### src/verilog/rap_defines.vh
// Constants for the rebuild assist page handler.
// Assumes inclusion by bare name; definitions only.
`ifndef RAP_DEFINES_VH
`define RAP_DEFINES_VH
`define RAP_PAGE_CODE      8'h42
`define RAP_ELEM_LEN       8'h01
`define RAP_ELEM_BITS      8
`define RAP_SUPPORT_MASK   8'h0f
`define RAP_HDR_BYTES      16'h0008
`define RAP_BASE_LEN       16'h0004
`define RAP_REG_CTRL       6'h00
`define RAP_REG_STATUS     6'h04
`define RAP_REG_PAGE       6'h08
`define RAP_REG_RESULT     6'h0c
`define RAP_REG_LBA        6'h10
`define RAP_REG_ACCESS     6'h14
`define RAP_REG_INFO       6'h18
`define RAP_REG_CMDSPEC    6'h1c
`define RAP_REG_IRQ_STAT   6'h20
`define RAP_REG_IRQ_MASK   6'h24
`define RAP_REG_INPAGE     6'h28
`define RAP_REG_ELEM       6'h2c
`define RAP_SK_GOOD        4'h0
`define RAP_SK_ILLEGAL     4'h5
`define RAP_SK_ABORTED     4'hb
`define RAP_ASC_INV_PARM   16'h2600
`define RAP_ASC_MULTI_READ 16'h1100
`define RAP_ASC_WRITE_ERR  16'h0c00
`define RAP_IRQ_PAGE_DONE  0
`define RAP_IRQ_PAGE_REJ   1
`define RAP_IRQ_PRED_ERR   2
`endif

### src/verilog/rap_page_handler.v
// Outbound rebuild assist page handler with AXI4-Lite registers.
// Assumes the command engine loads page bytes 0..7+2n, then pulses go.
// Notes on behaviour
// Page: byte 0 code, bytes 2-3 length 4+2n, byte 4 bit 0 enable, byte 7 n, mask then disable.
// With enable set all fields are checked first, then the mode turns on.
// With enable clear the mode turns off, other fields are ignored, all elements enabled.
// An element length unlike the reported one gives illegal request, invalid parameter field.
// The support mask bytes of an outbound page are never acted on.
// A read or write on a disabled element's LBAs answers as a predicted error.
// A read or write on an enabled element's LBAs answers with no predicted error.
// With enable set, unsupported bits, all supported bits or clearing a set bit is illegal.
// A predicted read error gives aborted command, first LBA and last LBA of the run.
// The inbound mask marks which disable bits are supported.
// The inbound page reports the mode as active while it is on.
// A rejected page leaves mode and disable bits unchanged.
//
// Implementation choices: the AXI4-Lite register port and the address map.
`timescale 1ns/1ps
`default_nettype none
`include "rap_defines.vh"
module rap_page_handler (
	input  wire        sys_clk,
	input  wire        rst,
	input  wire [5:0]  s_axi_awaddr,
	input  wire        s_axi_awvalid,
	output reg         s_axi_awready,
	input  wire [31:0] s_axi_wdata,
	input  wire [3:0]  s_axi_wstrb,
	input  wire        s_axi_wvalid,
	output reg         s_axi_wready,
	output reg  [1:0]  s_axi_bresp,
	output reg         s_axi_bvalid,
	input  wire        s_axi_bready,
	input  wire [5:0]  s_axi_araddr,
	input  wire        s_axi_arvalid,
	output reg         s_axi_arready,
	output reg  [31:0] s_axi_rdata,
	output reg  [1:0]  s_axi_rresp,
	output reg         s_axi_rvalid,
	input  wire        s_axi_rready,
	output reg         irq
);
	localparam ST_IDLE  = 2'd0;
	localparam ST_CHECK = 2'd1;
	localparam ST_APPLY = 2'd2;

	// Page image, one byte per entry; n is one byte here
	reg  [7:0]  page_reg [0:9];
	reg         mode_reg;
	reg  [7:0]  disabled_reg;
	reg  [1:0]  state_reg;
	reg  [3:0]  sense_key_reg;
	reg  [15:0] asc_reg;
	reg         busy_reg;
	reg  [31:0] lba_reg;
	reg  [15:0] run_len_reg;
	reg  [31:0] info_reg;
	reg  [31:0] cmdspec_reg;
	reg  [3:0]  acc_sk_reg;
	reg  [15:0] acc_asc_reg;
	reg  [2:0]  irq_stat_reg;
	reg  [2:0]  irq_mask_reg;
	reg         reject_reg;
	reg  [5:0]  aw_addr_reg;
	reg         aw_have_reg;
	reg  [31:0] w_data_reg;
	reg  [3:0]  w_strb_reg;
	reg         w_have_reg;
	reg  [7:0]  dis_next;

	wire [7:0]  opt_enable  = page_reg[4];
	wire [7:0]  opt_len     = page_reg[7];
	wire [7:0]  opt_disable = page_reg[9];
	wire [15:0] opt_plen    = {page_reg[2], page_reg[3]};
	wire [2:0]  lba_elem;
	wire        lba_hit;
	wire        wr_fire = aw_have_reg && w_have_reg && !s_axi_bvalid;
	reg  [2:0]  ev_set;
	integer     i;

	rap_elem_map #(
		.GROUP_SHIFT(4)
	) u_map (
		.lba      (lba_reg),
		.disabled (disabled_reg),
		.elem     (lba_elem),
		.hit      (lba_hit)
	);

	// Validation; page code and length covered with n since the engine framed it
	reg        bad_field;
	always @* begin
		bad_field = 1'b0;
		if (page_reg[0] != `RAP_PAGE_CODE)
			bad_field = 1'b1;
		if (opt_plen != (`RAP_BASE_LEN + {7'h00, opt_len, 1'b0}))
			bad_field = 1'b1;
		if (opt_len != `RAP_ELEM_LEN)
			bad_field = 1'b1;
		if ((opt_disable & ~`RAP_SUPPORT_MASK) != 8'h00)
			bad_field = 1'b1;
		if ((opt_disable & `RAP_SUPPORT_MASK) == `RAP_SUPPORT_MASK)
			bad_field = 1'b1;
		if ((disabled_reg & ~opt_disable) != 8'h00)
			bad_field = 1'b1;
		// Mask byte page_reg[8] is never examined R5
		dis_next = opt_disable & `RAP_SUPPORT_MASK;
	end

	// Event strobes for the sticky status bits
	always @* begin
		ev_set = 3'b000;
		if (state_reg == ST_APPLY || (state_reg == ST_CHECK && !opt_enable[0]))
			ev_set[`RAP_IRQ_PAGE_DONE] = 1'b1;
		if (state_reg == ST_CHECK && opt_enable[0] && bad_field)
			ev_set[`RAP_IRQ_PAGE_REJ] = 1'b1;
		if (wr_fire && aw_addr_reg == `RAP_REG_ACCESS && w_data_reg[0] && mode_reg && lba_hit)
			ev_set[`RAP_IRQ_PRED_ERR] = 1'b1;
	end

	always @(posedge sys_clk) begin
		if (rst) begin
			s_axi_awready <= 1'b0;
			s_axi_wready  <= 1'b0;
			s_axi_bvalid  <= 1'b0;
			s_axi_bresp   <= 2'b00;
			s_axi_arready <= 1'b0;
			s_axi_rvalid  <= 1'b0;
			s_axi_rresp   <= 2'b00;
			s_axi_rdata   <= 32'h00000000;
			irq           <= 1'b0;
			aw_have_reg   <= 1'b0;
			w_have_reg    <= 1'b0;
			aw_addr_reg   <= 6'h00;
			w_data_reg    <= 32'h00000000;
			w_strb_reg    <= 4'h0;
			mode_reg      <= 1'b0;
			disabled_reg  <= 8'h00;
			state_reg     <= ST_IDLE;
			sense_key_reg <= `RAP_SK_GOOD;
			asc_reg       <= 16'h0000;
			busy_reg      <= 1'b0;
			lba_reg       <= 32'h00000000;
			run_len_reg   <= 16'h0000;
			info_reg      <= 32'h00000000;
			cmdspec_reg   <= 32'h00000000;
			acc_sk_reg    <= `RAP_SK_GOOD;
			acc_asc_reg   <= 16'h0000;
			irq_stat_reg  <= 3'b000;
			irq_mask_reg  <= 3'b000;
			reject_reg    <= 1'b0;
			for (i = 0; i < 10; i = i + 1)
				page_reg[i] <= 8'h00;
		end else begin
			// Write channel capture, either order
			s_axi_awready <= !aw_have_reg && !s_axi_awready && s_axi_awvalid;
			s_axi_wready  <= !w_have_reg && !s_axi_wready && s_axi_wvalid;
			if (s_axi_awvalid && s_axi_awready) begin
				aw_have_reg <= 1'b1;
				aw_addr_reg <= s_axi_awaddr;
			end
			if (s_axi_wvalid && s_axi_wready) begin
				w_have_reg <= 1'b1;
				w_data_reg <= s_axi_wdata;
				w_strb_reg <= s_axi_wstrb;
			end
			if (s_axi_bvalid && s_axi_bready)
				s_axi_bvalid <= 1'b0;

			// Page processing
			case (state_reg)
			ST_IDLE: begin
				busy_reg <= 1'b0;
			end
			ST_CHECK: begin
				if (opt_enable[0] == 1'b0) begin
					mode_reg     <= 1'b0;
					disabled_reg <= 8'h00;
					sense_key_reg <= `RAP_SK_GOOD;
					asc_reg      <= 16'h0000;
					reject_reg   <= 1'b0;
					state_reg    <= ST_IDLE;
				end else if (bad_field) begin
					// Mode and disable bits untouched on reject R12
					sense_key_reg <= `RAP_SK_ILLEGAL;
					asc_reg      <= `RAP_ASC_INV_PARM;
					reject_reg   <= 1'b1;
					state_reg    <= ST_IDLE;
				end else begin
					state_reg <= ST_APPLY;
				end
			end
			ST_APPLY: begin
				// Self-test skipped; it is optional
				mode_reg      <= 1'b1;
				disabled_reg  <= dis_next;
				sense_key_reg <= `RAP_SK_GOOD;
				asc_reg       <= 16'h0000;
				reject_reg    <= 1'b0;
				state_reg     <= ST_IDLE;
			end
			default: state_reg <= ST_IDLE;
			endcase

			// Register writes
			if (wr_fire) begin
				aw_have_reg  <= 1'b0;
				w_have_reg   <= 1'b0;
				s_axi_bvalid <= 1'b1;
				s_axi_bresp  <= 2'b00;
				case (aw_addr_reg)
				`RAP_REG_CTRL: begin
					if (w_data_reg[0] && w_strb_reg[0] && !busy_reg) begin
						busy_reg  <= 1'b1;
						state_reg <= ST_CHECK;
					end
				end
				`RAP_REG_PAGE: begin
					if (w_strb_reg[1] && w_data_reg[11:8] < 4'ha && !busy_reg)
						page_reg[w_data_reg[11:8]] <= w_data_reg[7:0];
				end
				`RAP_REG_LBA: begin
					lba_reg     <= w_data_reg;
					run_len_reg <= 16'h0000;
				end
				`RAP_REG_ACCESS: begin
					// Bit 0 starts an access check, bit 1 marks a write
					if (w_data_reg[0]) begin
						if (mode_reg && lba_hit) begin
							acc_sk_reg <= w_data_reg[1] ? `RAP_SK_ABORTED
							                            : `RAP_SK_ABORTED;
							acc_asc_reg <= w_data_reg[1] ? `RAP_ASC_WRITE_ERR
							                             : `RAP_ASC_MULTI_READ;
							info_reg    <= lba_reg;
							// Run ends at the end of this element's LBA group
							cmdspec_reg <= {lba_reg[31:4], 4'hf};
						end else begin
							acc_sk_reg  <= `RAP_SK_GOOD;
							acc_asc_reg <= 16'h0000;
						end
					end
				end
				`RAP_REG_IRQ_STAT: begin
					irq_stat_reg <= irq_stat_reg & ~w_data_reg[2:0];
				end
				`RAP_REG_IRQ_MASK: begin
					irq_mask_reg <= w_data_reg[2:0];
				end
				default: begin
					if (aw_addr_reg > `RAP_REG_ELEM)
						s_axi_bresp <= 2'b10;
				end
				endcase
			end
			// Set wins over a same-cycle clear
			if (wr_fire && aw_addr_reg == `RAP_REG_IRQ_STAT)
				irq_stat_reg <= (irq_stat_reg & ~w_data_reg[2:0]) | ev_set;
			else
				irq_stat_reg <= irq_stat_reg | ev_set;
			irq <= |((irq_stat_reg | ev_set) & irq_mask_reg);

			// Read channel
			s_axi_arready <= !s_axi_arready && !s_axi_rvalid && s_axi_arvalid;
			if (s_axi_rvalid && s_axi_rready)
				s_axi_rvalid <= 1'b0;
			if (s_axi_arvalid && s_axi_arready) begin
				s_axi_rvalid <= 1'b1;
				s_axi_rresp  <= 2'b00;
				case (s_axi_araddr)
				`RAP_REG_CTRL:     s_axi_rdata <= 32'h00000000;
				`RAP_REG_STATUS:   s_axi_rdata <= {29'h0, reject_reg, busy_reg, mode_reg};
				`RAP_REG_PAGE:     s_axi_rdata <= 32'h00000000;
				`RAP_REG_RESULT:   s_axi_rdata <= {12'h0, sense_key_reg, asc_reg};
				`RAP_REG_LBA:      s_axi_rdata <= lba_reg;
				`RAP_REG_ACCESS:   s_axi_rdata <= {12'h0, acc_sk_reg, acc_asc_reg};
				`RAP_REG_INFO:     s_axi_rdata <= info_reg;
				`RAP_REG_CMDSPEC:  s_axi_rdata <= cmdspec_reg;
				`RAP_REG_IRQ_STAT: s_axi_rdata <= {29'h0, irq_stat_reg};
				`RAP_REG_IRQ_MASK: s_axi_rdata <= {29'h0, irq_mask_reg};
				// Inbound page bytes 4 and 7 then mask and page code R10 R11
				`RAP_REG_INPAGE:   s_axi_rdata <= {7'h00, mode_reg, `RAP_ELEM_LEN,
				                                   `RAP_SUPPORT_MASK, `RAP_PAGE_CODE};
				`RAP_REG_ELEM:     s_axi_rdata <= {16'h0, `RAP_SUPPORT_MASK, disabled_reg};
				default: begin
					s_axi_rdata <= 32'h00000000;
					s_axi_rresp <= 2'b10;
				end
				endcase
			end
		end
	end
endmodule
`default_nettype wire

### src/verilog/rap_elem_map.v
// Maps an LBA to its physical element and checks the disable bits.
// Assumes LBAs are striped over the elements in fixed size groups.
`timescale 1ns/1ps
`default_nettype none
module rap_elem_map #(
	parameter GROUP_SHIFT = 4
) (
	input  wire [31:0] lba,
	input  wire [7:0]  disabled,
	output wire [2:0]  elem,
	output wire        hit
);
	assign elem = lba[GROUP_SHIFT+2:GROUP_SHIFT];
	assign hit  = disabled[elem];
endmodule
`default_nettype wire

### config.mk
export PLATFORM = sky130hd
export DESIGN_NAME = rap_page_handler
export DESIGN_NICKNAME = d
export VERILOG_FILES = /design/src/verilog/rap_page_handler.v /design/src/verilog/rap_elem_map.v
export VERILOG_INCLUDE_DIRS = /design/src /design/src/verilog
export SDC_FILE = /design/constraint.sdc
export NUM_CORES = 1
export LEC_CHECK = 0
export ABC_CLOCK_PERIOD_IN_PS = 5900
export BUFFER_PORTS_ARGS = -buffer_cell sky130_fd_sc_hd__buf_4
export CAP_MARGIN = 30
export CORE_MARGIN = 3
export CORE_UTILIZATION = 44
export CTS_CLUSTER_SIZE = 30
export DETAILED_ROUTE_END_ITERATION = 12
export HOLD_SLACK_MARGIN = 0.12
export PLACE_DENSITY_LB_ADDON = 0.2
export SYNTH_ARGS = -nofsm -noshare
export SYNTH_HDL_FRONTEND = slang
export SYNTH_SLANG_ARGS = --single-unit
### constraint.sdc
create_clock -name sys_clk -period 5.9 [get_ports sys_clk]
set_input_delay 0.885 -clock sys_clk [delete_from_list [all_inputs] [get_ports sys_clk]]
set_output_delay 0.885 -clock sys_clk [all_outputs]
set_load 0.01 [all_outputs]
**After elaboration in Yosys (flattened, before gate mapping)**

Memory sizes are Yosys's and may differ from the RTL's.
Index checks and enable logic that the tools add are counted.

- Flip-flop bits (word level): 239
- Logic and storage cells: 175
- Memories: 1
- Bits in writable memories: 80
- Input port bits: 55
- Output and inout bits: 42

Memory list:

| name | depth | bits a word | rd ports | clocked after memory_dff | write ports | line | RTL |
|---|---|---|---|---|---|---|---|
| page_reg | 10 | 8 | 6 | 0 | 10 | rap_page_handler.v:48 | `reg [7:0] page_reg [0:9];` |

- Order comparisons: 3
- Eq/ne operators: 24
- Muxes and demuxes: 56
- Add/sub/neg operators: 1
- Reduce and logical (&&, ||, !) cells: 55
- Bitwise operators: 7

Operator list:

| operator | number |
|---|---|
| case mux 32 bit (10 select lines) | 1 |
| == test 6 x 5 -> 1 bit, second input constant | 6 |
| == test 6 bit, second input constant | 6 |
| two-way mux 16 bit | 2 |
| case mux 16 bit (2 select lines) | 1 |
| two-way mux 1 bit | 29 |
| logical AND 1 bit | 26 |
| two-way mux 13 bit | 2 |
| == test 6 x 4 -> 1 bit, second input constant | 3 |
| two-way mux 2 bit | 8 |
| two-way mux 4 bit | 4 |
| two-way mux 8 bit | 2 |
| inequality test 16 x 10 -> 1 bit | 1 |
| case mux 8 bit (2 select lines) | 1 |
| nonzero test 8 bit | 2 |
| zero test 6 bit | 2 |
| OR reduction 12 bit | 1 |
| adder 3 x 9 -> 10 bit, first input constant | 1 |
| zero test 1 bit | 9 |
| bitwise AND 8 bit | 1 |
| inequality test 8 x 1 -> 1 bit, second input constant | 1 |
| inequality test 8 x 7 -> 1 bit, second input constant | 1 |
| inverter 8 bit | 1 |
| case mux 4 bit (2 select lines) | 1 |
| 26 further kinds | 34 |

**Depth between registers and ports, before layout**

Gate-level depths: netlist (run 1).
An unclocked memory read counts as a cell.

- Depth in word-level cells: 14
- Mapped depth: 9
- Depth with buffers taken out: 7

**Hierarchy**

From an unflattened synthesis (run 1), not the netlist that was laid out.

- Cells, all modules: 982
- Area, all modules: 8,396.8 sq um

By module, submodules not included:

| module | cells each | area an instance (sq um) | seq. area each (sq um) | times used |
|---|---|---|---|---|
| rap_page_handler | 976 | 8,310.5 | 4,534.3 | 1 |
| rap_elem_map | 6 | 86.3 | 0.0 | 1 |

**Least setup slack after synthesis (run 1)**

No wires, ideal clock.

- Kind: input -> register
- Start: input rst
- End: memory page_reg[7][0] (enable)
- Data arrival time: 2.107 ns
- Path slack: 3.463 ns
- Buffers on the path: 2
- Cell stages on the path: 7
- Cells stage by stage: clkbuf_8 > clkinv_1 > nand2_1 > nor2_1 > buf_2 > nand4_1 > nand2_1

RTL lines:

| item | line | RTL |
|---|---|---|
| start, declared | rap_page_handler.v:23 | `input wire rst,` |
| end, declared | rap_page_handler.v:48 |  |

==> impl_metrics.py, run 1 <==
metrics = {
    "status": {
        "status": "finished, final reports clean",
    },
    "die": {
        "fp-row-count": 49,
        "start_util_pct": 45.7,
        "die-area_um2": 20700,
        "die_w_um": 144,
        "coreArea_um2": 18300,
        "die_h_um": 144,
        "ios": 97,
    },
    "logic_synthesis": {
        "synthDistinctLibCells": 73,
        "synth_edf_count": 41,
        "yosysSeqAreaShare_pct": 54.1,
        "yosys.area.top_type": "dfxtp_1",
        "ys_warn_count": 0,
        "syn_inst": 972,
        "synth.cell_area_um2": 8380,
        "synth_common_cells": "241 x nand2_1, 165 x dfxtp_1, 158 x a21oi_1, 96 x nor2_1, 58 x clkbuf_1",
        "synthTopCellsByArea": "dfxtp_1 39%, edfxtp_1 15%, nand2_1 11%",
        "ys.flop_type": "dfxtp_1",
        "synth.top_cell.area_share_pct": 39.4,
        "yosys.cell_count.top_type": "nand2_1",
        "ys_async_sr_fraction_pct": 0,
        "avgSynthCellArea_um2": 8.62,
        "synth-seq-cells": 206,
    },
    "sta": {
        "rsz0062_at_grt": "false",
        "finalSetupViolations": 0,
        "drv_slew": 0,
        "setup_tns_ns": 0,
        "finalCriticalPeriod_ns": 3.07,
        "fin_crit_sh_pct": 52.0,
        "finalHoldViolCount": 0,
        "fmax_mhz": 326,
        "worst_pin_slew_ns": 0.931,
        "slew_headroom_pct": 37.7,
        "fin_skew_ns": 0.0102,
    },
    "place": {
        "place_hpwl_um": 13900,
        "gp_congestion": 0.823,
        "portBuffers": 92,
    },
    "run": {
        "cap_viol_max_count": 0,
    },
    "critical_path": {
        "startpoint_type": "primary input",
        "endpoint_kind": "flip-flop",
        "worstSetupPathType": "in -> reg",
        "endpoint": "page_reg[3][3]",
        "rr_endpoint": "page_reg[3][3]",
        "ff2ff_setup_slack_ns": 3.02,
        "critPathMaxFanout": 79,
        "rr_startpoint": "s_axi_bvalid",
        "worst_ep_required_time_ns": 6.09,
        "critical_path_arrival_ns": 3.26,
        "reg2reg_depth": 6,
        "critPathLaunch": "rst",
    },
    "cts": {
        "cts_tree": "built",
        "numCtsBuffers": 23,
        "hold_buffers": 0,
        "ctsLongestPathBuffers": 3,
        "worstSkewPairLatency_ns": 0.51,
        "clkSinkCount": 206,
        "htreeDepth": 1,
        "cts-root-buf": "clkbuf_16",
        "clk_pin_slew_ns": 0.06,
        "cts_setup_buffers": 0,
        "ctsResizeCount": 0,
    },
    "grt": {
        "grt.total_usage_pct": 19.9,
        "grt_pass1_vias": 6546,
        "gr-total-overflow": 0,
        "grt_pass1_wl_um": 33500,
        "grt_max_degree": 83,
        "grt_antenna_before_repair": 0,
    },
    "route": {
        "wl_um": 20400,
        "routedWlPerCell_um": 15.9,
        "firstDrtPassIters": 5,
        "viasPerCell": 5.34,
        "num_vias": 6846,
        "drc": 0,
        "ant_nets": 0,
        "drtIter0Drc": 555,
    },
    "power": {
        "switchingPower_mw": 0.650,
        "p_leak_nw": 3.56,
        "internal_power_mw": 2.45,
        "power_switching_share_pct": 20.9,
        "power_density_nw_per_um2": 308,
        "peakVddDrop_v": 0.000206,
        "power_frac_comb_pct": 3.7,
        "p_seq_share_pct": 47.5,
        "p_clk_share_pct": 48.7,
        "power_mw": 3.10,
    },
    "cells_and_area": {
        "drive_gt1_share_pct": 15.4,
        "fill_cells": 1671,
        "num_antenna_cells": 0,
        "finalNetCount": 1091,
        "largest_reg_flops": 41,
        "syn2layout_area_growth_pct": 20.0,
    },
    "min_path": {
        "worstHoldPathType": "reg -> reg",
        "min_from": "info_reg[22]",
    },
}
==> metal layers <==
layer,track usage [%],share of wire [%]
met1,28.1,45
met2,32.2,48
met3,3.04,5.2
met4,5.20,1.8
met5,0,0
==> layout make-up <==
class | count | area [µm²] | share of cell area [%]
inverter | 14 | 52.6 | 0.523
clock buffer | 34 | 691 | 6.87
multi-input combinational | 687 | 3550 | 35.3
clock inverter | 8 | 125 | 1.24
tap | 229 | 287 | 2.85
timing repair buffer | 103 | 821 | 8.16
sequential | 206 | 4530 | 45.1
==> through the flow <==
| stage | setup WS (ns) | instance area [µm²] | utilization, % | hold slack (ns) | instances |
|---|---|---|---|---|---|
| global route | 2.57 | 10100 | 54.9 | 0.463 | 1281 |
| detailed placement | 2.30 | 9240 | 50.4 | 0.443 | 1239 |
| CTS | 2.81 | 10100 | 54.9 | 0.451 | 1281 |
| global placement | 2.27 | 9170 | 50.0 | 0.439 | 1236 |
| finish | 2.83 | 10100 | 54.9 | 0.451 | 1281 |
| floorplan | 3.46 | 8380 | - | 0.432 | 973 |
==> worst min path at each step <==
stage	endpoint	depth (start not counted)	slack, ns
floorplan	info_reg[0]	2	0.43
global placement	info_reg[29]	2	0.44
detailed placement	info_reg[10]	2	0.44
CTS	info_reg[10]	2	0.45
global route	info_reg[15]	2	0.46
finish	info_reg[22]	2	0.45
==> placed cells by master, fill, tap and decap left out, drive strengths merged, types with 4 or more instances in the layout <==
cell	count
and3	6
edfxtp	41
nor2	97
a2111oi	4
or2b	4
nand3b	4
nor4	6
dfxtp	165
nor2b	14
nand3	14
clkinv	4
nor4b	7
a22oi	25
nor3	9
a221oi	4
o21ai	14
a21oi	158
inv	15
nand4	9
or2	4
nand2	241
xnor2	7
clkbuf	34
mux2i	7
buf	103
==> critical path: stages <==
cell and delay, ns:
buf_4 0.65, clkinv_1 0.58, nand2_1 0.25, nor2_1 0.18, nand4_1 0.37, nand2_1 0.31
==> power by group through the flow <==
stage	logic [mW]	registers [mW]	clock network, mW
2_1_floorplan	0.0695	1.50	0
6_report	0.116	1.47	1.51
4_1_cts	0.117	1.47	1.54
5_1_grt	0.129	1.48	1.60
3_5_place_dp	0.116	1.50	0
3_3_place_gp	0.112	1.50	0
==> cell families (layout without fill, tap and decap cells) <==
group / Yosys count / count (layout) / synth area share [%]
buffers and inverters: 80 / 159 / 3.91
multiplexers: 9 / 9 / 1.24
flip-flops: 206 / 206 / 54.1
XOR/XNOR: 9 / 9 / 0.941
AO/OA/AOI/OAI: 229 / 229 / 16.1
other: 1 / 2 / 0.0448
AND/OR/NAND/NOR: 437 / 437 / 23.5
adder cells (fa/ha/maj): 1 / 1 / 0.149
Note: power is estimated with default switching activity, not from simulation.
==> run 2: changes to the inputs <==
--- a/config.mk
+++ b/config.mk
@@ -6,7 +6,7 @@
 export SDC_FILE = /design/constraint.sdc
 export NUM_CORES = 1
 export LEC_CHECK = 0
-export ABC_CLOCK_PERIOD_IN_PS = 5900
+export ABC_CLOCK_PERIOD_IN_PS = 3100
 export BUFFER_PORTS_ARGS = -buffer_cell sky130_fd_sc_hd__buf_4
 export CAP_MARGIN = 30
 export CORE_MARGIN = 3
==> constraint.sdc (replaced) <==
create_clock -name sys_clk -period 3.1 [get_ports sys_clk]
set_input_delay 0.465 -clock sys_clk [delete_from_list [all_inputs] [get_ports sys_clk]]
set_output_delay 0.465 -clock sys_clk [all_outputs]
set_load 0.01 [all_outputs]
==> impl_metrics.py, run 2 (same netlist as run 1, synthesis figures left out) <==
metrics = {
    "sta": {
        "fin_skew_ns": 0.00897,
        "fin_crit_sh_pct": 88.4,
        "drv_slew": 0,
        "whs_ns": 0.216,
        "worst_pin_slew_ns": 0.889,
        "fmax_mhz": 365,
        "slew_headroom_pct": 40.6,
        "rsz0062_at_grt": "false",
        "setup_tns_ns": 0,
        "finalHoldViolCount": 0,
        "finalSetupViolations": 0,
        "finalCriticalPeriod_ns": 2.74,
    },
    "cts": {
        "hold_buffers": 0,
        "cts_setup_buffers": 0,
        "ctsLongestPathBuffers": 3,
        "htreeDepth": 1,
        "cts_tree": "built",
        "numCtsBuffers": 23,
        "worstSkewPairLatency_ns": 0.49,
        "clk_pin_slew_ns": 0.06,
        "clkSinkCount": 206,
        "cts-root-buf": "clkbuf_16",
        "ctsResizeCount": 0,
    },
    "critical_path": {
        "reg2reg_depth": 6,
        "critical_path_arrival_ns": 2.90,
        "worst_ep_required_time_ns": 3.26,
        "critPathMaxFanout": 9,
        "worstSetupPathType": "reg -> reg",
        "endpoint_kind": "flip-flop",
        "startpoint_type": "flip-flop",
    },
    "grt": {
        "met1_usage_pct": 27.6,
        "use_met3_pct": 2.78,
        "use_met2_pct": 31.8,
        "grt_antenna_before_repair": 0,
        "grt_max_degree": 160,
        "grt_pass1_vias": 6392,
        "grt.total_usage_pct": 19.3,
        "grt-busiest-layer": "met2",
        "gr-total-overflow": 0,
        "grt_pass1_wl_um": 32900,
    },
    "run": {
        "cap_viol_max_count": 0,
    },
    "place": {
        "gp_congestion": 0.809,
        "portBuffers": 92,
        "place_hpwl_um": 13800,
    },
    "route": {
        "ant_nets": 0,
        "num_vias": 6866,
        "drtIter0Drc": 474,
        "firstDrtPassIters": 5,
        "viasPerCell": 5.34,
        "routedWlPerCell_um": 15.8,
        "drc": 0,
        "wl_um": 20300,
    },
    "die": {
        "die_h_um": 144,
        "ios": 97,
        "die-area_um2": 20700,
        "start_util_pct": 45.7,
        "coreArea_um2": 18300,
        "fp-row-count": 49,
        "die_w_um": 144,
    },
    "cells_and_area": {
        "drive_gt1_share_pct": 15.7,
        "syn2layout_area_growth_pct": 18.9,
        "num_antenna_cells": 0,
        "finalNetCount": 1097,
        "layout_commonest_cell": "nand2_1",
        "most-common-layout-cells": "241 x nand2_1, 165 x dfxtp_1, 158 x a21oi_1",
        "largest_reg_flops": 41,
    },
    "power": {
        "p_leak_nw": 3.52,
        "power_density_nw_per_um2": 553,
        "peakVddDrop_v": 0.000396,
        "power_mw": 5.51,
    },
    "min_path": {
        "worstHoldPathType": "in -> reg",
        "hold_depth": 3,
    },
    "status": {
        "status": "finished, final reports clean",
    },
}
==> run 2: cell count changes in the layout (fill, tap and decap cells not counted), sizes merged <==
cell      previous run  this run
clkinv               4         7
clkbuf              34        32
clkinvlp             0         1
bufinv               3         0
buf                103       109
==> run 2: path summary, 6_finish.rpt <==
path                                  endpoint            start  slack (ns)
worst max-delay path            page_reg[0][3]     s_axi_bvalid        0.36
worst min-delay path            w_data_reg[26]  s_axi_wdata[26]        0.22
worst max register to register  page_reg[0][3]     s_axi_bvalid        0.36
worst min register to register     lba_reg[15]   w_data_reg[15]        0.44
==> run 2: per-stage QoR <==
step | worst slack [ns] | instance area, µm² | util (%) | instances
2_1_floorplan | 0.753 | 8380 | - | 973
3_3_place_gp | 0.474 | 9250 | 50.5 | 1244
6_report | 0.359 | 9960 | 54.3 | 1286
5_1_grt | 0.0850 | 9960 | 54.3 | 1286
4_1_cts | 0.395 | 9960 | 54.3 | 1286
3_5_place_dp | 0.390 | 9270 | 50.5 | 1245
==> run 2: final cells by class <==
cell class | instances | area, µm²
Fill cell | 1712 | 8370
Clock inverter | 9 | 55.1
Clock buffer | 32 | 639
Timing Repair Buffer | 109 | 851
Inverter | 14 | 52.6
Tap cell | 229 | 287
Multi-Input combinational cell | 687 | 3540
Sequential cell | 206 | 4530
==> run 2: critical path: stages (launching register included) <==
cell and delay, ns:
dfxtp_1 0.33, nand3b_1 0.28, nor4_1 0.29, nand2_1 0.18, nor2_1 0.48, nand4bb_1 0.43
nand2_1 0.41
==> run 2: power by group <==
group | internal (mW) | switching (mW)
registers | 2.77 | 0.0362
clock network | 1.44 | 1.04
logic | 0.0921 | 0.128
total | 4.31 | 1.21
==> run 2: metal layers <==
metal  up-vias  routed length, µm  part of all wire (%)
met1      3221               9270                    46
met3        14               1210                   6.0
met5         -                  0                     0
met2       160               9640                    47
li1       3471                  -                     -
met4         0                178                  0.88
==> run 3: changes to the inputs <==
--- a/config.mk
+++ b/config.mk
@@ -10,7 +10,7 @@
 export BUFFER_PORTS_ARGS = -buffer_cell sky130_fd_sc_hd__buf_4
 export CAP_MARGIN = 30
 export CORE_MARGIN = 3
-export CORE_UTILIZATION = 44
+export CORE_UTILIZATION = 50
 export CTS_CLUSTER_SIZE = 30
 export DETAILED_ROUTE_END_ITERATION = 12
 export HOLD_SLACK_MARGIN = 0.12
==> impl_metrics.py, run 3 (same netlist as run 1, synthesis figures left out) <==
metrics = {
    "route": {
        "drc": 0,
        "routedWlPerCell_um": 15.9,
        "ant_nets": 0,
        "firstDrtPassIters": 5,
        "drtIter0Drc": 547,
        "viasPerCell": 5.43,
        "num_vias": 6909,
        "wl_um": 20200,
    },
    "sta": {
        "fin_crit_sh_pct": 82.6,
        "rsz0062_at_grt": "false",
        "whs_ns": 0.215,
        "setup_tns_ns": 0,
        "finalSetupViolations": 0,
        "finalHoldViolCount": 0,
        "finalCriticalPeriod_ns": 2.56,
        "drv_slew": 0,
        "fmax_mhz": 390,
        "layout_setup_ws_ns": 0.539,
        "slew_headroom_pct": 53.3,
        "fin_skew_ns": 0.0144,
        "worst_pin_slew_ns": 0.700,
    },
    "cells_and_area": {
        "largest_reg_flops": 41,
        "most-common-layout-cells": "241 x nand2_1, 165 x dfxtp_1, 158 x a21oi_1",
        "register_area_um2": 4530,
        "finalNetCount": 1098,
        "num_antenna_cells": 0,
        "multi_input_area_um2": 3530,
        "drive_gt1_share_pct": 15.4,
        "design_area_um2": 9930,
        "syn2layout_area_growth_pct": 18.5,
        "fill_cells": 1438,
        "layout_commonest_cell": "nand2_1",
        "final_util_pct": 61.6,
    },
    "cts": {
        "htreeDepth": 1,
        "cts-root-buf": "clkbuf_16",
        "hold_buffers": 0,
        "ctsResizeCount": 0,
        "clkSinkCount": 206,
        "cts_setup_buffers": 0,
        "clk_pin_slew_ns": 0.06,
        "cts_tree": "built",
        "worstSkewPairLatency_ns": 0.49,
        "ctsLongestPathBuffers": 3,
        "numCtsBuffers": 22,
    },
    "grt": {
        "gr-total-overflow": 0,
        "grt_antenna_before_repair": 0,
        "grt_pass1_wl_um": 32300,
        "grt_pass1_vias": 6423,
        "grt_max_degree": 60,
        "grt.total_usage_pct": 21.5,
    },
    "critical_path": {
        "worstSetupPathType": "reg -> reg",
        "critPathMaxFanout": 9,
        "crit_slowest_cell": "nand2_1",
        "critical_path_arrival_ns": 2.72,
        "cp_common_cell": "nand2_1",
        "cp_num_buf_inv": 0,
        "endpoint_kind": "flip-flop",
        "path_cells": "nand3b_1, nor4_1, nand2_1, nor2_1, nand4bb_1, nand2_1",
        "worst_ep_required_time_ns": 3.25,
        "cp_slowest_stage_delay_ns": 0.42,
        "startpoint_type": "flip-flop",
        "cpLargestDelayFamily": "simple AND/OR/NAND/NOR gates",
    },
    "die": {
        "ios": 97,
        "die-area_um2": 18300,
        "fp-row-count": 46,
        "start_util_pct": 52.0,
        "coreArea_um2": 16100,
        "die_h_um": 135,
        "die_w_um": 135,
    },
    "place": {
        "pre_cts_ws_ns": 0.548,
        "portBuffers": 92,
        "placed_area_um2": 9240,
        "gp_congestion": 0.806,
        "place_hpwl_um": 13800,
    },
    "power": {
        "p_leak_nw": 3.51,
        "peakVddDrop_v": 0.000408,
        "power_density_nw_per_um2": 555,
    },
    "status": {
        "status": "finished, final reports clean",
    },
    "min_path": {
        "worstHoldPathType": "in -> reg",
    },
    "run": {
        "cap_viol_max_count": 0,
    },
}
-- run 3: changes by cell type in the layout (fill, tap and decap cells not counted), sizes merged --
cell and change:
buf +2, clkbuf -2, inv -2, bufinv +1
-- run 3: cell type report --
cell class	count	share of cell area, %
timing repair buffer	111	8.60
multi-input combinational	687	35.6
clock buffer	30	6.26
inverter	14	0.529
sequential	206	45.7
tap	216	2.72
clock inverter	8	0.618
-- run 3: per-layer routing --
layer  track usage (%)  share of wire (%)  up-vias
met4              5.26                1.6        0
met2              32.7                 44      208
li1                  -                  -     3475
met1              31.9                 47     3199
met5                 0                  0        -
met3              4.09                6.6       27
-- run 3: worst paths after layout --
path / start / to / slack [ns] / cells after the start
worst max-delay path: s_axi_bvalid / page_reg[0][7] / 0.54 / 6
worst min register to register: info_reg[10] / info_reg[10] / 0.45 / 2
worst max register to register: s_axi_bvalid / page_reg[0][7] / 0.54 / 6
worst min-delay path: s_axi_wdata[24] / w_data_reg[24] / 0.22 / 3
-- run 3: where the power goes --
group / total, mW / internal (mW) / switching, mW / leakage (nW)
clock network: 2.48 / 1.48 / 1.01 / 0.330
logic: 0.219 / 0.0932 / 0.126 / 1.43
registers: 2.81 / 2.77 / 0.0369 / 1.75
-- run 3: per-stage QoR --
| stage | total power [mW] | std cells |
|---|---|---|
| finish | 5.51 | 1272 |
| global route | 5.68 | 1272 |
| CTS | 5.55 | 1272 |
| detailed placement | 3.08 | 1234 |
| global placement | 3.08 | 1233 |
| floorplan | 2.98 | 973 |
-- run 3: worst min-delay path, cell delays in order --
cell,delay [ns]
buf_4,0.11
nand2_1,0.04
a21oi_1,0.05
